--- src/pkg/cbcs_defines.vh ---
`ifndef CBCS_DEFINES_VH
`define CBCS_DEFINES_VH

// ----------------------------------------------------------------------
// Machine cycle kinds requested by the decoder
// ----------------------------------------------------------------------
`define CBCS_KIND_W 3
`define CBCS_K_FETCH 3'h0
`define CBCS_K_MEM_RD 3'h1
`define CBCS_K_MEM_WR 3'h2
`define CBCS_K_IO_RD 3'h3
`define CBCS_K_IO_WR 3'h4
`define CBCS_K_INTA 3'h5

// ----------------------------------------------------------------------
// Cycle lengths in T states, wait states excluded
// ----------------------------------------------------------------------
`define CBCS_FETCH_MIN_T 3'h4
`define CBCS_FETCH_MAX_T 3'h6
`define CBCS_DATA_MIN_T 3'h3
`define CBCS_DATA_MAX_T 3'h5
`define CBCS_IO_AUTO_WAITS 2'h1
`define CBCS_INTA_AUTO_WAITS 2'h2

// ----------------------------------------------------------------------
// Widths and refresh counter fields
// ----------------------------------------------------------------------
`define CBCS_ADDR_W 16
`define CBCS_DATA_W 8
`define CBCS_REFRESH_STROBE_N_LOW_W 7
`define CBCS_REFRESH_STROBE_N_TOP_BIT 7
`define CBCS_REFRESH_STROBE_N_RST 8'h00
`define CBCS_ADDR_RST 16'h0000
`define CBCS_DATA_RST 8'h00

`endif

--- src/verilog/cbcs_refresh_counter.v ---
`timescale 1ns/1ps
`default_nettype none
`include "cbcs_defines.vh"

// ----------------------------------------------------------------------
// Refresh counter: low seven bits count, top bit keeps its load value
// ----------------------------------------------------------------------
module cbcs_refresh_counter (
  input wire clk_sys_i,
  input wire sys_rst_i,
  input wire clk_en_i,
  input wire step_i,
  input wire load_i,
  input wire [`CBCS_DATA_W-1:0] load_val_i,
  output reg [`CBCS_DATA_W-1:0] count_o
);

  always @(posedge clk_sys_i) begin
    if (sys_rst_i) begin
      count_o <= `CBCS_REFRESH_STROBE_N_RST;
    end else if (clk_en_i) begin
      if (load_i) begin
        count_o <= load_val_i;
      end else if (step_i) begin
        count_o <= {count_o[`CBCS_REFRESH_STROBE_N_TOP_BIT],
          count_o[`CBCS_REFRESH_STROBE_N_LOW_W-1:0] + 7'h01};
      end
    end
  end

endmodule // cbcs_refresh_counter
`default_nettype wire

--- src/verilog/cbcs_sequencer.v ---
`timescale 1ns/1ps
`default_nettype none
`include "cbcs_defines.vh"

module cbcs_sequencer (
  input wire clk_sys_i,
  input wire sys_rst_i,
  input wire clk_en_i,
  // Decoder side
  input wire cyc_start_i,
  input wire [`CBCS_KIND_W-1:0] cyc_kind_i,
  input wire [2:0] cyc_tstates_i,
  input wire cyc_last_i,
  input wire [`CBCS_ADDR_W-1:0] cyc_addr_i,
  input wire [`CBCS_DATA_W-1:0] cyc_wdata_i,
  input wire [`CBCS_DATA_W-1:0] page_i,
  input wire irq_enable_flop_i,
  input wire refresh_strobe_n_load_i,
  input wire [`CBCS_DATA_W-1:0] refresh_strobe_n_load_val_i,
  output wire cyc_ready_o,
  output reg cyc_done_o,
  output reg [`CBCS_DATA_W-1:0] cyc_rdata_o,
  output reg irq_accept_o,
  // Pins
  input wire wait_n_i,
  input wire bus_request_n_i,
  input wire int_n_i,
  input wire [`CBCS_DATA_W-1:0] data_i,
  output reg [`CBCS_ADDR_W-1:0] addr_o,
  output reg addr_oe_n_o,
  output reg [`CBCS_DATA_W-1:0] data_o,
  output reg data_oe_n_o,
  output reg memory_request_n_o,
  output reg io_request_n_o,
  output reg rd_n_o,
  output reg wr_n_o,
  output reg ctrl_oe_n_o,
  output reg refresh_strobe_n_o,
  output reg first_cycle_marker_n_o,
  output reg bus_grant_n_o
);

  // --------------------------------------------------------------------
  // Phase machine: each T state is two clk_sys_i cycles (high, low half)
  // --------------------------------------------------------------------
  localparam [5:0] ST_IDLE = 6'h01;
  localparam [5:0] ST_T1 = 6'h02;
  localparam [5:0] ST_T2 = 6'h04;
  localparam [5:0] ST_TW = 6'h08;
  localparam [5:0] ST_TX = 6'h10;
  localparam [5:0] ST_HOLD = 6'h20;

  reg [5:0] state_r;
  reg [5:0] state_nxt;
  reg half_r;
  reg [`CBCS_KIND_W-1:0] kind_r;
  reg [2:0] tlen_r;
  reg [2:0] tcnt_r;
  reg [1:0] auto_w_r;
  reg last_r;
  reg wait_seen_r;
  reg breq_r;
  reg [`CBCS_ADDR_W-1:0] pc_r;
  reg [`CBCS_DATA_W-1:0] wdata_r;
  wire [`CBCS_DATA_W-1:0] refresh_strobe_n_cnt;
  wire fetch_like;
  wire cycle_end;
  wire refresh_strobe_n_step;

  // Clamp the requested length into the legal range of the cycle kind
  function [2:0] cbcs_len;
    input [`CBCS_KIND_W-1:0] k;
    input [2:0] t;
    reg [2:0] lo;
    reg [2:0] hi;
    begin
      lo = `CBCS_DATA_MIN_T;
      hi = `CBCS_DATA_MAX_T;
      if (k == `CBCS_K_FETCH || k == `CBCS_K_INTA) begin
        lo = `CBCS_FETCH_MIN_T;
        hi = `CBCS_FETCH_MAX_T;
      end
      if (t < lo) begin
        cbcs_len = lo;
      end else if (t > hi) begin
        cbcs_len = hi;
      end else begin
        cbcs_len = t;
      end
    end
  endfunction

  function cbcs_is_io;
    input [`CBCS_KIND_W-1:0] k;
    begin
      cbcs_is_io = (k == `CBCS_K_IO_RD) || (k == `CBCS_K_IO_WR);
    end
  endfunction

  assign fetch_like = (kind_r == `CBCS_K_FETCH) ||
    (kind_r == `CBCS_K_INTA);
  // Last clock of the cycle: low half of its final T state
  assign cycle_end = (state_r == ST_TX) && half_r && (tcnt_r == tlen_r);
  assign refresh_strobe_n_step = cycle_end && fetch_like;
  // Decoder may issue the next cycle only while idle and bus is ours
  assign cyc_ready_o = (state_r == ST_IDLE) && !breq_r;

  cbcs_refresh_counter u_refresh_strobe_n (
    .clk_sys_i(clk_sys_i),
    .sys_rst_i(sys_rst_i),
    .clk_en_i(clk_en_i),
    .step_i(refresh_strobe_n_step),
    .load_i(refresh_strobe_n_load_i),
    .load_val_i(refresh_strobe_n_load_val_i),
    .count_o(refresh_strobe_n_cnt)
  );

  // T1 opens on the edge that takes the cycle, before its latches fill
  wire take_now = (state_r == ST_IDLE);
  wire [`CBCS_KIND_W-1:0] kind_eff = take_now ? cyc_kind_i : kind_r;
  wire [`CBCS_ADDR_W-1:0] addr_eff = take_now ? cyc_addr_i : pc_r;
  wire [`CBCS_DATA_W-1:0] wdata_eff = take_now ? cyc_wdata_i : wdata_r;
  wire fetch_eff = (kind_eff == `CBCS_K_FETCH) ||
    (kind_eff == `CBCS_K_INTA);

  // --------------------------------------------------------------------
  // Next state
  // --------------------------------------------------------------------
  always @* begin
    state_nxt = state_r;
    case (state_r)
      ST_IDLE: begin
        if (breq_r) begin
          state_nxt = ST_HOLD;
        end else if (cyc_start_i) begin
          state_nxt = ST_T1;
        end
      end
      ST_T1: begin
        if (half_r) begin
          state_nxt = ST_T2;
        end
      end
      ST_T2: begin
        if (half_r) begin
          if (auto_w_r != 2'h0 || wait_seen_r) begin
            state_nxt = ST_TW;
          end else begin
            state_nxt = ST_TX;
          end
        end
      end
      ST_TW: begin
        // Count still holds the automatic wait that is now closing
        if (half_r && auto_w_r <= 2'h1 && !wait_seen_r) begin
          state_nxt = ST_TX;
        end
      end
      ST_TX: begin
        if (cycle_end) begin
          state_nxt = ST_IDLE;
        end
      end
      ST_HOLD: begin
        if (bus_request_n_i) begin
          state_nxt = ST_IDLE;
        end
      end
      default: begin
        state_nxt = ST_IDLE;
      end
    endcase
  end

  // --------------------------------------------------------------------
  // Sequencing registers
  // --------------------------------------------------------------------
  always @(posedge clk_sys_i) begin
    if (sys_rst_i) begin
      state_r <= ST_IDLE;
      half_r <= 1'b0;
      kind_r <= `CBCS_K_FETCH;
      tlen_r <= `CBCS_FETCH_MIN_T;
      tcnt_r <= 3'h1;
      auto_w_r <= 2'h0;
      last_r <= 1'b0;
      wait_seen_r <= 1'b0;
      breq_r <= 1'b0;
      pc_r <= `CBCS_ADDR_RST;
      wdata_r <= `CBCS_DATA_RST;
      cyc_done_o <= 1'b0;
      cyc_rdata_o <= `CBCS_DATA_RST;
      irq_accept_o <= 1'b0;
    end else if (clk_en_i) begin
      state_r <= state_nxt;
      cyc_done_o <= 1'b0;
      irq_accept_o <= 1'b0;
      half_r <= (state_r == ST_IDLE || state_r == ST_HOLD) ? 1'b0 : ~half_r;
      if (state_r == ST_IDLE && !breq_r && cyc_start_i) begin
        kind_r <= cyc_kind_i;
        tlen_r <= cbcs_len(cyc_kind_i, cyc_tstates_i);
        last_r <= cyc_last_i;
        pc_r <= cyc_addr_i;
        wdata_r <= cyc_wdata_i;
        tcnt_r <= 3'h1;
        if (cbcs_is_io(cyc_kind_i)) begin
          auto_w_r <= `CBCS_IO_AUTO_WAITS;
        end else if (cyc_kind_i == `CBCS_K_INTA) begin
          auto_w_r <= `CBCS_INTA_AUTO_WAITS;
        end else begin
          auto_w_r <= 2'h0;
        end
      end
      // Wait line taken at the falling edge of T2 and each wait state
      if ((state_r == ST_T2 || state_r == ST_TW) && !half_r) begin
        wait_seen_r <= !wait_n_i;
      end
      if (half_r && state_r != ST_IDLE && state_r != ST_HOLD) begin
        if (state_r == ST_TW) begin
          if (auto_w_r != 2'h0) begin
            auto_w_r <= auto_w_r - 2'h1;
          end
        end else if (!cycle_end) begin
          tcnt_r <= tcnt_r + 3'h1;
        end
      end
      // Data latched as T3 opens, i.e. as the last wait or T2 closes
      if (half_r && state_nxt == ST_TX && state_r != ST_TX) begin
        cyc_rdata_o <= data_i;
      end
      if (cycle_end) begin
        cyc_done_o <= 1'b1;
        breq_r <= !bus_request_n_i;
        // Ignored when disabled or when the bus is being requested
        irq_accept_o <= last_r && !int_n_i && irq_enable_flop_i &&
          bus_request_n_i;
      end else if (state_r == ST_HOLD && bus_request_n_i) begin
        breq_r <= 1'b0;
      end else if (state_r == ST_IDLE && !bus_request_n_i) begin
        breq_r <= 1'b1;
      end
    end
  end

  // --------------------------------------------------------------------
  // Pin drive, registered so every strobe moves on half-state edges
  // --------------------------------------------------------------------
  always @(posedge clk_sys_i) begin
    if (sys_rst_i) begin
      addr_o <= `CBCS_ADDR_RST;
      addr_oe_n_o <= 1'b1;
      data_o <= `CBCS_DATA_RST;
      data_oe_n_o <= 1'b1;
      memory_request_n_o <= 1'b1;
      io_request_n_o <= 1'b1;
      rd_n_o <= 1'b1;
      wr_n_o <= 1'b1;
      ctrl_oe_n_o <= 1'b1;
      refresh_strobe_n_o <= 1'b1;
      first_cycle_marker_n_o <= 1'b1;
      bus_grant_n_o <= 1'b1;
    end else if (clk_en_i) begin
      // Default: all strobes idle, address and control ours and driven, data bus released
      memory_request_n_o <= 1'b1;
      io_request_n_o <= 1'b1;
      rd_n_o <= 1'b1;
      wr_n_o <= 1'b1;
      refresh_strobe_n_o <= 1'b1;
      first_cycle_marker_n_o <= 1'b1;
      addr_oe_n_o <= 1'b0;
      ctrl_oe_n_o <= 1'b0;
      data_oe_n_o <= 1'b1;
      bus_grant_n_o <= 1'b1;
      case (state_nxt)
        ST_HOLD: begin
          addr_oe_n_o <= 1'b1;
          ctrl_oe_n_o <= 1'b1;
          // Grant follows the float by one clock, never with it
          bus_grant_n_o <= (state_r != ST_HOLD);
        end
        ST_T1, ST_T2, ST_TW: begin
          addr_o <= addr_eff;
          if (fetch_eff || state_nxt != ST_T1) begin
            first_cycle_marker_n_o <= !fetch_eff;
          end
          // Memory strobes open half a state after the address, I/O strobes at T2
          if (state_nxt != ST_T1 || state_r == ST_T1) begin
            if (kind_r == `CBCS_K_INTA) begin
              // Acknowledge waits for the first automatic wait
              io_request_n_o <= (state_nxt != ST_TW);
            end else if (cbcs_is_io(kind_r)) begin
              io_request_n_o <= (state_nxt == ST_T1);
            end else begin
              memory_request_n_o <= 1'b0;
            end
            rd_n_o <= !((kind_r == `CBCS_K_FETCH) ||
              (kind_r == `CBCS_K_MEM_RD) ||
              (kind_r == `CBCS_K_IO_RD && state_nxt != ST_T1));
          end
          if (kind_eff == `CBCS_K_MEM_WR || kind_eff == `CBCS_K_IO_WR) begin
            data_o <= wdata_eff;
            data_oe_n_o <= 1'b0;
            // Write opens only once data has stood a state and a half, two states for I/O
            wr_n_o <= !(state_nxt != ST_T1 && !(state_nxt == ST_T2 &&
              half_r && kind_eff == `CBCS_K_MEM_WR) &&
              !(kind_eff == `CBCS_K_IO_WR && state_nxt == ST_T2));
          end
        end
        ST_TX: begin
          if (fetch_like) begin
            addr_o <= {page_i, refresh_strobe_n_cnt};
            refresh_strobe_n_o <= 1'b0;
            // Request reopens half a state into the refresh slot
            memory_request_n_o <= !(state_r == ST_TX && tcnt_r == 3'h3);
          end else begin
            addr_o <= pc_r;
            // Writes keep the request through the high half of T3, so
            // the closed write strobe leads every bus change
            if (state_r != ST_TX && (kind_r == `CBCS_K_MEM_WR ||
              kind_r == `CBCS_K_IO_WR)) begin
              memory_request_n_o <= cbcs_is_io(kind_r);
              io_request_n_o <= !cbcs_is_io(kind_r);
              wr_n_o <= 1'b1;
            end
            if (kind_r == `CBCS_K_MEM_WR || kind_r == `CBCS_K_IO_WR) begin
              data_o <= wdata_r;
              data_oe_n_o <= 1'b0;
            end
          end
        end
        default: begin
          addr_o <= addr_o;
        end
      endcase
    end
  end

endmodule // cbcs_sequencer
`default_nettype wire

--- config.mk ---
export PLATFORM = sky130hd
export DESIGN_NAME = cbcs_sequencer
export DESIGN_NICKNAME = d
export VERILOG_FILES = /design/src/verilog/cbcs_refresh_counter.v /design/src/verilog/cbcs_sequencer.v
export VERILOG_INCLUDE_DIRS = /design/src /design/src/pkg
export SDC_FILE = /design/constraint.sdc
export NUM_CORES = 1
export LEC_CHECK = 0
export BUFFER_PORTS_ARGS = -buffer_cell sky130_fd_sc_hd__buf_4
export CAP_MARGIN = 5
export CORE_ASPECT_RATIO = 1.75
export CORE_MARGIN = 5
export CORE_UTILIZATION = 43
export CTS_BUF_LIST = sky130_fd_sc_hd__clkbuf_8
export CTS_CLUSTER_SIZE = 24
export DETAILED_ROUTE_END_ITERATION = 16
export PLACE_DENSITY = 0.71
export RECOVER_POWER = 25
export REMOVE_ABC_BUFFERS = 1
export SYNTH_ARGS = -nofsm -noshare
export SYNTH_HDL_FRONTEND = slang
export SYNTH_SLANG_ARGS = --single-unit
--- constraint.sdc ---
create_clock -name clk_sys_i -period 2.3 [get_ports clk_sys_i]
set_input_delay 0.345 -clock clk_sys_i [delete_from_list [all_inputs] [get_ports clk_sys_i]]
set_output_delay 0.345 -clock clk_sys_i [all_outputs]
set_load 0.01 [all_outputs]
### Word-level counts from Yosys, hierarchy flattened

Index checks and enable logic that the tools add are counted.

* add/sub/neg operators: 3
* $lt $le $gt $ge: 3
* eq/ne operators: 32
* muxes and demuxes: 72
* bitwise gates (word level): 1
* reductions and logical operators: 68

Operators with widths (number)
* $mux 3: 14
* $mux 6: 7
* $mux 8: 5
* $pmux 6 s6: 1
* $mux 16: 2
* $pmux 16 s2: 1
* $mux 1: 29
* $logic_and 1x1->1: 25
* $eq 3x3->1 const B: 6
* $pmux 8 s2: 1
* $eq 3x2->1 const B: 5
* $logic_or 1x1->1: 14
* $mux 2: 7
* $reduce_and 2->1: 7
* $logic_not 1->1: 13
* $eq 6x2->1 const B: 2
* $eq 6x3->1 const B: 2
* $eq 6x4->1 const B: 2
* $eq 6x5->1 const B: 2
* $eq 6x6->1 const B: 2
* $logic_not 3->1: 3
* $add 7x1->7 const B: 1
* $mux 7: 1
* $eq 6x1->1 const B: 1
* 21 further kinds: 26

* flip-flop bits (word level): 96
* bits of input ports: 64
* output and inout bits: 45
* word-level logic and storage cells: 206

### Depth between registers and ports, before layout

* depth in word-level cells: 14
* mapped depth: 10
* depth with buffers taken out: 10

### Cells and area by module

Synthesis repeated with hierarchy kept, for this count alone.

* cells, all modules: 607
* area total of the unflattened synthesis: 4843.4 um^2

By module, submodules not included
* cbcs_sequencer: instances 1, cells each 550, area each 4400.5 um^2, seq. area each 1761.7 um^2
* cbcs_refresh_counter: instances 1, cells each 57, area each 442.9 um^2, seq. area each 160.2 um^2

### Worst setup path after synthesis

Ideal clock, no wire load.

* path type: register -> register
* start: reg state_r[1]
* end: reg data_o[0]
* library setup time: 0.142 ns
* arrival time: 2.142 ns
* required time: 2.158 ns
* setup slack: 0.016 ns
* stages on the path, launching flop included: 11
* buffers on the path: 4
* cells stage by stage: dfxtp_1 -> buf_6 -> or4_4 -> buf_6 -> nor2_8 -> mux2i_1 -> o2111a_1 -> buf_6 -> a21o_1 -> buf_6 -> a211oi_2

* word-level cells in the longest chain between the ends: 9
* elaborated cells between the ends (all ways): 33
* those cells by class: eq/ne (15); mux (12); reduce/logical (6)

Ends and longest elaborated chain
* start, declared: RTL line cbcs_sequencer.v:53 `reg [5:0] state_r;`
* start signal, assigned: RTL line cbcs_sequencer.v:195 `state_r <= state_nxt;`
* $eq 6x5->1: RTL line cbcs_sequencer.v:103, cbcs_sequencer.v:131
* $logic_and 1x1->1 (2 in series): RTL line cbcs_sequencer.v:103 `assign cycle_end = (state_r == ST_TX) && half_r && (tcnt_r == tlen_r);`
* $mux 6: RTL line cbcs_sequencer.v:160 `if (cycle_end) begin`
* $pmux 6 s6: RTL line cbcs_sequencer.v:131 `case (state_r)`
* $eq 6x2->1, or another cell as far along: RTL line cbcs_sequencer.v:274 `case (state_nxt)`
* $reduce_or 3->1: RTL line cbcs_sequencer.v:274
* $ne 2x2->1 (no source line) / $reduce_bool 2->1 (equally long branches)
* $reduce_and 5->1 (no source line)
* end signal, assigned: RTL line cbcs_sequencer.v:252 `` data_o <= `CBCS_DATA_RST; ``
* end signal, assigned: RTL line cbcs_sequencer.v:301 `data_o <= wdata_eff;`
* end signal, assigned: RTL line cbcs_sequencer.v:326 `data_o <= wdata_r;`
* end, declared: RTL line cbcs_sequencer.v:31 `` output reg [`CBCS_DATA_W-1:0] data_o, ``

Several ways; a longest one is shown, not always the timed one. The select of a mux whose other input is x is not followed.
A chain may end at the register's enable or synchronous reset.

### Final worst setup path

* start: reg state_r[2]
* end: out cyc_ready_o

* word-level cells in the longest chain between the ends: 2

Ends and longest elaborated chain
* $eq 6x1->1: RTL line cbcs_sequencer.v:106 `assign cyc_ready_o = (state_r == ST_IDLE) && !breq_r;`
* $logic_and 1x1->1: RTL line cbcs_sequencer.v:106
* end, declared: RTL line cbcs_sequencer.v:20 `output wire cyc_ready_o,`

No other way between the ends.

==> key figures <==
Setup path
  • Cell repeated most along the worst path: buf_4
  • Worst EP required: about 2.0 ns
  • Crit path DAT: 1.99 ns
  • Crit. End Element: output pin
  • Startpoint Class: flip-flop
  • CP Max Fanout: 8
  • Crit Path Class: flip-flop to output pin
  • Max incr delay on CP: 0.63 ns
  • CP Cell Sequence: or4_4 > or2_4 > buf_4 > nor2_1 > buf_4
  • CP Buf/Inv Count: 2
  • Family with the most delay on the worst path: simple AND/OR/NAND/NOR gates
  • Crit-path slowest cell: or4_4

Power and ir drop
  • Switching pwr: 1.14 mW
  • Int Power: 2.66 mW
  • Max VDD drop: a little under 400 uV
  • Sequential power share: 0.474
  • Cell area power density: 609 nW/um^2
  • Switch share: 0.300
  • Clock power share: 0.297
  • Leakage Power: 2.54 nW
  • Combinational share of power: 0.229

Clocking
  • Total CTS buffers: 9
  • Worst-skew pair later-pin latency: 0.37 ns
  • Htree depth: 3
  • CTS tree: built
  • Root Buffer: clkbuf_8
  • Clock transition at the registers of the reported paths: 0.10 ns
  • Clock sink count: between 90 and 100
  • CTS max path bufs: 2

Worst hold path
  • Worst min path class: primary input to flip-flop

Drt
  • Vias: 4,941
  • First DRT Iteration DRCs: about 270
  • Vias per cell: just under 6
  • Routed wire length: 15,200 um
  • 1st-pass router iterations: 5
  • Routed Antenna Nets: 0
  • # DRC: 0
  • Per-cell routed wire length: about 18 um

Synthesis
  • Synth cell types: 67
  • Synth Register Bits: 96
  • Yosys Warn Count: 0
  • Ys flop type: dfxtp_1
  • EDFF count, synth: 0
  • Mapped Cells: between 500 and 600
  • Post-synthesis sequential area ratio: 0.395
  • Mapped Area: 4860 um^2
  • FFs w/ async S/R, synth: 0
  • Syn_area_per_cell: 8.30 um^2

Floorplanning
  • Rows: slightly above 50
  • Initial Utilization: 0.438
  • Die area: 13,600 um^2
  • Die Span X: 90.4 um
  • I/O Pins: 109
  • Die Ht: 151 um
  • Core ar.: 11,100 um^2

STA
  • Final period util: 1.02
  • Skew final: 0.0156 ns
  • Setup TNS: -0.0370 ns
  • Fin worst setup slack: -0.0370 ns
  • Final min period: 2.34 ns
  • Slew headroom: 0.696
  • Worst-margin pin slew: 0.455 ns
  • Final Hold Viols: 0
  • Max-slew violations: 0
  • RSZ-0062 raised after global routing: yes
  • Setup violations, final: 1
  • FMAX: around 0.43 GHz

Placement
  • PortBufs: around 110
  • Placed cells: 819
  • DP Wirelength: ~11,000 um
  • GPL Wtd Cong: between 0.8 and 0.9

Final layout
  • Nets: 774
  • N_diodes: 0
  • Share of layout cells above drive strength 1: 0.269
  • Area Overhead vs Synth: 28.5%
  • Final Instance Count excl. Fillers: 839
  • FILL cells: 1,073

GRT
  • Antenna violations before repair: 0
  • Congestion Overflow GR: 0
  • GRT Total Usage: 0.213
  • Vias in the first global route: 4,983
  • First-pass GRT wire length: 23,600 um
  • Largest net degree at the start of global routing: 39

Run
  • Max-Cap Viols: 0

Status
  • Failing checks: negative setup slack
  • Outcome: complete, but fails checks
## registers in the layout, indices dropped and copies added (netlist names), 2 cells and up
name and cells:
addr_o 16, auto_w_r 2, data_o 8, cyc_rdata_o 8, tlen_r 3, pc_r 16, wdata_r 8, state_r 6
tcnt_r 3, u_refresh_strobe_n.count_o 8, kind_r 3
## per-layer routing
metal  vias up  global-route usage  share of wire
met5         -                   0              0
met4         0               0.105          0.038
met3        48              0.0280          0.036
met2       143               0.412           0.56
met1      2402               0.220           0.37
li1       2348                   -              -
## synthesized netlist by cell type, types with 3 or more instances
master     instances  area, um^2
and2_1             3        18.8
o41ai_1           17         149
a32o_1             6        60.1
a2111oi_0          3        26.3
a21oi_1           53         265
mux2i_1           23         230
nand2b_1           3        18.8
nor3_1            11        55.1
buf_6              4        45.0
nor2b_1            7        43.8
a22oi_1            4        30.0
nand3_1           24         120
o22ai_1           18         113
a211oi_2           8         100
o21ai_0           15        75.1
nor3b_1            4        30.0
nand2_1           83         312
dfxtp_1           96        1920
a31oi_1            3        18.8
buf_4              3        22.5
ha_1               8         100
a21o_1             3        22.5
and3_1             5        31.3
buf_2             11        55.1
xnor2_1            5        43.8
clkbuf_1          30         113
nor2_1            59         221
or2_2              3        18.8
a211oi_1          12        90.1
inv_1             10        37.5
buf_1              3        11.3
nor4_1             3        18.8
## final cells by class
type | count | area, um^2 | area share
Multi-Input combinational cell | 429 | 2800 | 0.448
Sequential cell | 96 | 1930 | 0.308
Timing Repair Buffer | 156 | 1120 | 0.179
Tap cell | 132 | 165 | 0.0264
Clock buffer | 10 | 138 | 0.0220
Clock inverter | 6 | 61.3 | 0.00982
Inverter | 10 | 37.5 | 0.00601
## kinds of logic (layout without fill, tap and decap cells)
family	Yosys count	in the layout	synth area share
flip-flops	96	96	0.395
buffers and inverters	61	182	0.0584
multiplexers	25	25	0.0520
adder cells (fa/ha/maj)	8	8	0.0206
AO/OA/AOI/OAI	166	166	0.238
AND/OR/NAND/NOR	224	224	0.225
XOR/XNOR	6	6	0.0108
## power groups by stage
stage	combinational, mW	clock, mW	sequential (mW)
2_1_floorplan	0.389	0	1.84
3_3_place_gp	0.806	0	1.83
3_5_place_dp	0.831	0	1.84
4_1_cts	0.843	1.16	1.80
5_1_grt	0.938	1.22	1.81
6_report	0.871	1.13	1.80
## per-stage QoR
step                      setup slack [ns]  utilization  hold WS [ns]  area (um^2)  total power, mW
final                              -0.0370        0.563         0.193         6250             3.80
after global routing                -0.104        0.563         0.183         6250             3.97
after CTS                           -0.121        0.560         0.177         6220             3.80
after detailed placement            -0.156        0.539         0.447         5980             2.67
after global placement              -0.133        0.539         0.441         5980             2.64
after floorplan                     -0.836            -         0.410         4610             2.23
## layout by cell type, fill, tap and decap left out, types with 4 or more instances in the layout
cell / count
buf_4: 123
dfxtp_1: 92
nand2_1: 83
nor2_1: 59
a21oi_1: 53
clkbuf_1: 28
nand3_1: 24
mux2i_1: 22
o22ai_1: 18
o21ai_0: 15
o41ai_1: 14
a211oi_2: 14
inv_1: 12
nor3_1: 11
clkbuf_8: 10
ha_1: 8
nor2b_1: 6
a211oi_1: 6
a32o_1: 6
xnor2_1: 5
and3_1: 5
nor3b_1: 4
a22oi_1: 4
buf_12: 4
dfxtp_2: 4
## worst paths after layout
path,startpoint,to,slack (ns),cells past startpoint
max,state_r[2],cyc_ready_o,-0.04,5
min,wait_n_i,wait_seen_r,0.19,2
max reg2reg,state_r[2],auto_w_r[0],0.02,7
min reg2reg,u_refresh_strobe_n.count_o[7],u_refresh_strobe_n.count_o[7],0.46,2
## what timing repair did
| action | 4_1_cts | 5_1_grt |
|---|---|---|
| endpoints found under the hold margin | 0 | 0 |
| gates resized for setup | 6 | 24 |
| setup buffers | 0 | 4 |
| pin swaps | 0 | 3 |
| hold buffers | 0 | 0 |
| setup endpoints to repair | 37 | 45 |
No activity file was read; power rests on OpenSTA's default activity.
